### src/hw/cprc_map.svh
// Constants for the clock, power-down and reset controller.
// Assumes a 25 MHz mclk that stands for the oscillator input.
`ifndef CPRC_MAP_SVH
`define CPRC_MAP_SVH

`define CPRC_CLK_NS      40
`define CPRC_DIV_HIGH    2
`define CPRC_DIV_MED     8
`define CPRC_T1_DIV      8
`define CPRC_T1_INIT     8'hff
`define CPRC_VEC_LO      16'hfffe
`define CPRC_VEC_HI      16'hffff
`define CPRC_RST_MIN_NS  2000
`define CPRC_RST_MIN_CYC ((`CPRC_RST_MIN_NS + `CPRC_CLK_NS - 1) / `CPRC_CLK_NS)

`endif

### src/hw/cprc_pkg.sv
// Types for the clock, power-down and reset controller.
// Assumes nothing beyond a SystemVerilog compiler.
package cprc_pkg;

	typedef enum logic [2:0] {
		CPRC_RUN,
		CPRC_STOP,
		CPRC_SETTLE,
		CPRC_WAIT,
		CPRC_RESET,
		CPRC_FETCH_LO,
		CPRC_FETCH_HI
	} cprc_state_t;

endpackage : cprc_pkg

### src/hw/cprc_ctrl.sv
// Internal clock generator, power-down and reset sequencer.
// Assumes mclk is the oscillator input and vec_data answers vec_rd at once.
// Operation
// - Medium-speed mode makes the internal clock from oscillator divided by eight.
// - High-speed mode divides by two and is chosen while in reset.
// - Halt-oscillator instruction stops the internal clock high and the oscillator.
// - Entering stop mode loads timer 1 with all ones.
// - Entering stop mode forces timer 1 source to oscillator divided by eight.
// - Reset or external interrupt in stop mode restarts the oscillator.
// - Internal clock stays withheld until timer 1 underflows after restart.
// - Sleep instruction stops the internal clock high, oscillator keeps running.
// - Reset or any interrupt ends wait mode with no settling delay.
// - Reset pin held low two microseconds puts the device into reset.
// - Reset ends when the pin returns high; no execution while low.
// - Start address high byte from top location, low byte just below.
`timescale 1ns/1ns
`default_nettype none
`include "cprc_map.svh"

module cprc_ctrl (
	input  wire logic        mclk,
	input  wire logic        rst,
	input  wire logic        reset_n_pin,
	input  wire logic        ext_irq_pin,
	input  wire logic        int_req,
	input  wire logic        speed_med,
	input  wire logic        halt_osc_instruction,
	input  wire logic        sleep_keep_osc_instruction,
	input  wire logic [7:0]  vec_data,
	output var  logic        cpu_clk,
	output var  logic        osc_output_en,
	output var  logic        cpu_reset,
	output var  logic        t1_src_forced,
	output var  logic [7:0]  t1_count,
	output var  logic [15:0] vec_addr,
	output var  logic        vec_rd,
	output var  logic [15:0] start_pc,
	output var  logic        start_valid
);

	localparam logic [6:0] RST_MIN = 7'(`CPRC_RST_MIN_CYC);
	localparam logic [2:0] T1_TOP = 3'(`CPRC_T1_DIV - 1);

	function automatic logic [1:0] cprc_half_top(input logic med);
		cprc_half_top = med ? 2'(`CPRC_DIV_MED / 2 - 1)
			: 2'(`CPRC_DIV_HIGH / 2 - 1);
	endfunction : cprc_half_top

	cprc_pkg::cprc_state_t state_reg;
	cprc_pkg::cprc_state_t state_next;
	logic        rstn_s1_reg;
	logic        rstn_s2_reg;
	logic        irq_s1_reg;
	logic        irq_s2_reg;
	logic [6:0]  rlow_cnt_reg;
	logic [6:0]  rlow_cnt_next;
	logic        phi_reg;
	logic        phi_next;
	logic [1:0]  div_cnt_reg;
	logic [1:0]  div_cnt_next;
	logic        ratio_med_reg;
	logic        ratio_med_next;
	logic [2:0]  pre_cnt_reg;
	logic [2:0]  pre_cnt_next;
	logic        osc_run_reg;
	logic        osc_run_next;
	logic        cpu_reset_reg;
	logic        cpu_reset_next;
	logic        t1_force_reg;
	logic        t1_force_next;
	logic [15:0] vec_addr_reg;
	logic [15:0] vec_addr_next;
	logic        vec_rd_reg;
	logic        vec_rd_next;
	logic [7:0]  vec_lo_reg;
	logic [7:0]  vec_lo_next;
	logic [15:0] start_pc_reg;
	logic [15:0] start_pc_next;
	logic        start_valid_reg;
	logic        start_valid_next;
	logic        rst_low;
	logic        rst_hold;
	logic        gate;
	logic        t1_load;
	logic        t1_tick;
	logic        t1_uf;
	logic [7:0]  t1_cnt;

	// Two-stage synchronisers for the pin inputs.
	always_ff @(posedge mclk) begin
		if (rst) begin
			rstn_s1_reg <= 1'b0;
			rstn_s2_reg <= 1'b0;
			irq_s1_reg  <= 1'b0;
			irq_s2_reg  <= 1'b0;
		end else begin
			rstn_s1_reg <= reset_n_pin;
			rstn_s2_reg <= rstn_s1_reg;
			irq_s1_reg  <= ext_irq_pin;
			irq_s2_reg  <= irq_s1_reg;
		end
	end

	assign rst_low  = !rstn_s2_reg;
	assign rst_hold = (rlow_cnt_reg == RST_MIN);
	assign gate     = (state_reg == cprc_pkg::CPRC_STOP)
		|| (state_reg == cprc_pkg::CPRC_SETTLE)
		|| (state_reg == cprc_pkg::CPRC_WAIT);
	assign t1_tick  = (state_reg == cprc_pkg::CPRC_SETTLE)
		&& (pre_cnt_reg == T1_TOP);

	// Clock divider, low-time filter and timer prescaler.
	always_comb begin
		phi_next       = phi_reg;
		div_cnt_next   = div_cnt_reg;
		ratio_med_next = ratio_med_reg;
		rlow_cnt_next  = rst_low ? (rst_hold ? rlow_cnt_reg
			: rlow_cnt_reg + 7'h01) : 7'h00;
		pre_cnt_next   = t1_load ? 3'h0 : pre_cnt_reg + 3'h1;
		if (gate && phi_reg) begin
			phi_next     = 1'b1;
			div_cnt_next = 2'h0;
		end else if (div_cnt_reg == cprc_half_top(ratio_med_reg)) begin
			phi_next     = !phi_reg;
			div_cnt_next = 2'h0;
			if (!phi_reg) begin
				ratio_med_next = cpu_reset_reg ? 1'b0 : speed_med;
			end
		end else begin
			div_cnt_next = div_cnt_reg + 2'h1;
		end
	end

	always_ff @(posedge mclk) begin
		if (rst) begin
			phi_reg       <= 1'b1;
			div_cnt_reg   <= 2'h0;
			ratio_med_reg <= 1'b0;
			rlow_cnt_reg  <= 7'h00;
			pre_cnt_reg   <= 3'h0;
		end else begin
			phi_reg       <= phi_next;
			div_cnt_reg   <= div_cnt_next;
			ratio_med_reg <= ratio_med_next;
			rlow_cnt_reg  <= rlow_cnt_next;
			pre_cnt_reg   <= pre_cnt_next;
		end
	end

	// Power-down and reset sequencer.
	always_comb begin
		state_next       = state_reg;
		osc_run_next     = osc_run_reg;
		cpu_reset_next   = cpu_reset_reg;
		t1_force_next    = t1_force_reg;
		vec_addr_next    = vec_addr_reg;
		vec_rd_next      = vec_rd_reg;
		vec_lo_next      = vec_lo_reg;
		start_pc_next    = start_pc_reg;
		start_valid_next = 1'b0;
		t1_load          = 1'b0;
		case (state_reg)
			cprc_pkg::CPRC_RUN: begin
				if (rst_hold) begin
					state_next     = cprc_pkg::CPRC_RESET;
					cpu_reset_next = 1'b1;
				end else if (halt_osc_instruction) begin
					state_next    = cprc_pkg::CPRC_STOP;
					osc_run_next  = 1'b0;
					t1_load       = 1'b1;
					t1_force_next = 1'b1;
				end else if (sleep_keep_osc_instruction) begin
					state_next = cprc_pkg::CPRC_WAIT;
				end
			end
			cprc_pkg::CPRC_STOP: begin
				if (rst_low || irq_s2_reg) begin
					state_next   = cprc_pkg::CPRC_SETTLE;
					osc_run_next = 1'b1;
				end
			end
			cprc_pkg::CPRC_SETTLE: begin
				if (t1_uf) begin
					t1_force_next = 1'b0;
					if (rst_low) begin
						state_next     = cprc_pkg::CPRC_RESET;
						cpu_reset_next = 1'b1;
					end else begin
						state_next = cprc_pkg::CPRC_RUN;
					end
				end
			end
			cprc_pkg::CPRC_WAIT: begin
				if (rst_hold) begin
					state_next     = cprc_pkg::CPRC_RESET;
					cpu_reset_next = 1'b1;
				end else if (int_req || irq_s2_reg) begin
					state_next = cprc_pkg::CPRC_RUN;
				end
			end
			cprc_pkg::CPRC_RESET: begin
				cpu_reset_next = 1'b1;
				if (!rst_low) begin
					state_next    = cprc_pkg::CPRC_FETCH_LO;
					vec_addr_next = `CPRC_VEC_LO;
					vec_rd_next   = 1'b1;
				end
			end
			cprc_pkg::CPRC_FETCH_LO: begin
				vec_lo_next   = vec_data;
				vec_addr_next = `CPRC_VEC_HI;
				state_next    = cprc_pkg::CPRC_FETCH_HI;
			end
			cprc_pkg::CPRC_FETCH_HI: begin
				start_pc_next    = {vec_data, vec_lo_reg};
				start_valid_next = 1'b1;
				vec_rd_next      = 1'b0;
				cpu_reset_next   = 1'b0;
				state_next       = cprc_pkg::CPRC_RUN;
			end
			default: begin
				state_next     = cprc_pkg::CPRC_RESET;
				cpu_reset_next = 1'b1;
			end
		endcase
		if (rst_hold && (state_reg == cprc_pkg::CPRC_FETCH_LO
			|| state_reg == cprc_pkg::CPRC_FETCH_HI)) begin
			state_next       = cprc_pkg::CPRC_RESET;
			cpu_reset_next   = 1'b1;
			vec_rd_next      = 1'b0;
			start_valid_next = 1'b0;
		end
	end

	always_ff @(posedge mclk) begin
		if (rst) begin
			state_reg       <= cprc_pkg::CPRC_RESET;
			osc_run_reg     <= 1'b1;
			cpu_reset_reg   <= 1'b1;
			t1_force_reg    <= 1'b0;
			vec_addr_reg    <= 16'h0000;
			vec_rd_reg      <= 1'b0;
			vec_lo_reg      <= 8'h00;
			start_pc_reg    <= 16'h0000;
			start_valid_reg <= 1'b0;
		end else begin
			state_reg       <= state_next;
			osc_run_reg     <= osc_run_next;
			cpu_reset_reg   <= cpu_reset_next;
			t1_force_reg    <= t1_force_next;
			vec_addr_reg    <= vec_addr_next;
			vec_rd_reg      <= vec_rd_next;
			vec_lo_reg      <= vec_lo_next;
			start_pc_reg    <= start_pc_next;
			start_valid_reg <= start_valid_next;
		end
	end

	cprc_timer1 #(
		.W (8)
	) u_timer1 (
		.mclk       (mclk),
		.rst        (rst),
		.load       (t1_load),
		.load_value (`CPRC_T1_INIT),
		.tick       (t1_tick),
		.count      (t1_cnt),
		.underflow  (t1_uf)
	);

	assign cpu_clk       = phi_reg;
	assign osc_output_en = osc_run_reg;
	assign cpu_reset     = cpu_reset_reg;
	assign t1_src_forced = t1_force_reg;
	assign t1_count      = t1_cnt;
	assign vec_addr      = vec_addr_reg;
	assign vec_rd        = vec_rd_reg;
	assign start_pc      = start_pc_reg;
	assign start_valid   = start_valid_reg;
endmodule : cprc_ctrl

`default_nettype wire

### src/hw/cprc_timer1.sv
// Timer 1 as used for the oscillator restart delay.
// Assumes load and tick come from logic on the same clock.
`timescale 1ns/1ns
`default_nettype none

module cprc_timer1 #(
	parameter int W = 8
) (
	input  wire logic         mclk,
	input  wire logic         rst,
	input  wire logic         load,
	input  wire logic [W-1:0] load_value,
	input  wire logic         tick,
	output var  logic [W-1:0] count,
	output var  logic         underflow
);

	logic [W-1:0] count_reg;
	logic [W-1:0] count_next;

	always_comb begin
		count_next = count_reg;
		underflow  = tick && (count_reg == '0) && !load;
		if (load) begin
			count_next = load_value;
		end else if (underflow) begin
			count_next = load_value;
		end else if (tick) begin
			count_next = count_reg - W'(1);
		end
	end

	always_ff @(posedge mclk) begin
		if (rst) begin
			count_reg <= '1;
		end else begin
			count_reg <= count_next;
		end
	end

	assign count = count_reg;

endmodule : cprc_timer1

`default_nettype wire

### config.mk
export PLATFORM = sky130hd
export DESIGN_NAME = cprc_ctrl
export DESIGN_NICKNAME = d
export VERILOG_FILES = /design/src/hw/cprc_pkg.sv /design/src/hw/cprc_ctrl.sv /design/src/hw/cprc_timer1.sv
export VERILOG_INCLUDE_DIRS = /design/src /design/src/hw
export SDC_FILE = /design/constraint.sdc
export NUM_CORES = 1
export LEC_CHECK = 0
export BUFFER_PORTS_ARGS = -buffer_cell sky130_fd_sc_hd__buf_2
export CORE_UTILIZATION = 53
export DETAILED_ROUTE_END_ITERATION = 12
export PLACE_DENSITY = 0.79
export SLEW_MARGIN = 20
export SYNTH_ARGS = -nofsm -noshare
export SYNTH_HDL_FRONTEND = slang
export SYNTH_SLANG_ARGS = --single-unit
### constraint.sdc
create_clock -name mclk -period 2.4 [get_ports mclk]
set_input_delay 0.24 -clock mclk [delete_from_list [all_inputs] [get_ports mclk]]
set_output_delay 0.24 -clock mclk [all_outputs]
set_load 0.1 [all_outputs]
==> out/qor.yml <==
synthesis:
  yosysSeqAreaShare: 0.4402
  netlist_area_um2: 2729
  syn_nets: 346
  synth-edff-count: 0
  syn_inst: 324
  ys_seq_elements: 60
  syn-mean-instance-area_um2: 8.422
  yosysWarningCount: 0
  synth.distinct_cells: 54
  synthArstFlopShare: 0
  ys.flop_type: "dfxtp_1"
cts:
  cts_made_buffers: 9
  htree_levels: 3
  hold_buffers: 0
  cts-root-buf: "clkbuf_8"
  cts_num_sinks: 60
  clock_path_buffers: 2
  post-cts-setup-buffers: 0
  clkLatencyLatePin_ps: 330
  cts_resized: 0
  cts_tree: "done"
  clk_pin_slew_ps: 60
finish:
  final_common_cell: "buf_2"
  largest_reg_flops: 16
  most-common-layout-cells: "61 x buf_2, 60 x dfxtp_1, 51 x nand2_1"
  fin_nets: 395
  fillCellCount: 434
  synthToLayoutAreaGrowth_pct: 17.97
  n_antenna_cell: 0
  layout-drive-gt1-share: 0.2520
detailed_routing:
  antenna_left: 0
  drtIter0Drc: 122
  wire_per_inst_um: 12.70
  drcViolationCount: 0
  vias_per_cell: 5.300
  vias: 2353
  drt-total-wl_mm: 5.638
  firstDrtPassIters: 4
floorplan:
  fp.dieH_um: 73.76
  dieArea_um2: 5440
  die_x_um: 73.76
  ios: 62
  coreArea_um2: 4848
  start_util: 0.5628
  row_count: 25
sta:
  setup-tns-final_ps: 0
  clock_skew_ps: 6.765
  fin_crit_sh: 0.8343
  setup_viol: 0
  final_max_slew_viol_count: 0
  maxSlewHeadroom: 0.6473
  rsz0062_at_grt: "false"
  fmax_mhz: 499.4
  worst_pin_slew_ps: 529.0
  period_minus_slack_ps: 2002
  hold_ws_ps: 117.5
  hold_viol: 0
setup_path:
  cp-end-kind: "flop"
  cp-start-kind: "flop"
  crit_slowest_cell: "or4b_4"
  critPathMaxFanout: 11
  cp.arrival_ps: 2200
  path_buf_inv: 1
  worstPathRequired_ps: 2600
  path_cells: "inv_1, ha_1, or4b_4, or2_1, a31oi_4, o311ai_1"
  critPathTopFamily: "simple AND/OR/NAND/NOR gates"
  slowest_delay_ps: 480
  worstSetupPathType: "flop to flop"
placed_design:
  portBuffers: 61
  gp_congestion: 0.8662
  dp_hpwl_mm: 3.876
status:
  status: "complete, no violations"
min_path:
  hp-class: "input port to flop"
global_route:
  grt_pass1_wl_mm: 9.301
  antenna_found_initial: 0
  gr-total-overflow: 0
  gr-usage-all-layers: 0.2259
  grt_max_degree: 28
  grt_pass1_vias: 2094
power:
  irDropWorstVdd_v: 0.0006561
  power.leakage_nw: 1.356
  powerDensity_nw_per_um2: 1217
run:
  drv_cap: 0
report_power, final:
| part | internal [mW] | leakage (nW) | switching, mW |
|---|---|---|---|
| Combinational | 0.343 | 0.757 | 1.35 |
| Sequential | 1.12 | 0.488 | 0.106 |
| Clock | 0.633 | 0.111 | 0.369 |
routing by layer:
metal  vias to the layer above  track usage  routed length (um)
met4                         0       0.1154                  76
li1                       1208            -                   -
met1                      1079       0.2716                2589
met3                         7      0.06310                 228
met5                         -            0                   0
met2                        59       0.3680                2745
cell type report:
cell class / instances / area, um2 / area share
flip-flops and latches: 60 / 1201 / 0.3731
clock buffers: 11 / 151.4 / 0.04703
well taps: 67 / 83.83 / 0.02604
repair buffers: 70 / 372.9 / 0.1158
clock inverters: 4 / 72.57 / 0.02254
multi-input cells: 222 / 1300 / 0.4038
inverters: 10 / 37.54 / 0.01166
Yosys cell counts, drive strengths merged (3+ instances only):
master / n / area share
a21oi: 37 / 0.068
and3: 4 / 0.0092
buf: 19 / 0.052
clkbuf: 13 / 0.018
dfxtp: 60 / 0.44
ha: 6 / 0.028
inv: 10 / 0.014
nand2: 51 / 0.070
nand2b: 4 / 0.0092
nand3: 11 / 0.020
nor2: 14 / 0.020
nor2b: 10 / 0.023
nor3: 10 / 0.020
nor3b: 5 / 0.014
o211ai: 3 / 0.0083
o21ai: 15 / 0.028
o21bai: 3 / 0.0083
o311ai: 3 / 0.0096
o31ai: 4 / 0.011
or2: 3 / 0.0069
xnor2: 6 / 0.019
metrics by stage:
stage	power, mW	setup slack [ps]	instance area [um2]	instances	utilization
5_1_grt	4.099	250.0	3219	444	0.6640
2_1_floorplan	2.763	201.3	2729	324	-
3_3_place_gp	2.914	456.4	2995	429	0.6178
4_1_cts	3.950	384.4	3219	444	0.6640
6_report	3.919	397.6	3219	444	0.6640
3_5_place_dp	2.935	395.5	2995	429	0.6178
final timing paths:
kind	startpoint	to	slack, ps	cells past startpoint
max	rlow_cnt_reg[0]	u_timer1.count[7]	400	6
min	reset_n_pin	rstn_s1_reg	120	2
max reg2reg	rlow_cnt_reg[0]	u_timer1.count[7]	400	6
min reg2reg	pre_cnt_reg[0]	pre_cnt_reg[0]	430	1
kinds of logic (layout without fill, tap and decap cells):
| family | after synthesis | in the layout | share of synthesized area |
|---|---|---|---|
| AND/OR/NAND/NOR | 126 | 126 | 0.2334 |
| AO/OA/AOI/OAI | 81 | 81 | 0.1862 |
| flip-flops | 60 | 60 | 0.4402 |
| buffers and inverters | 42 | 95 | 0.08345 |
| XOR/XNOR | 8 | 8 | 0.02568 |
| adder cells (fa/ha/maj) | 6 | 6 | 0.02751 |
| multiplexers | 1 | 1 | 0.003668 |
worst reg2reg max path, cell delays in order, from the launching register on:
cell      delay (ps)
dfxtp_1          320
inv_1             90
ha_1             150
or4b_4           480
or2_1            330
a31oi_4          350
o311ai_1         150
Power figures use the tool's default switching activity.
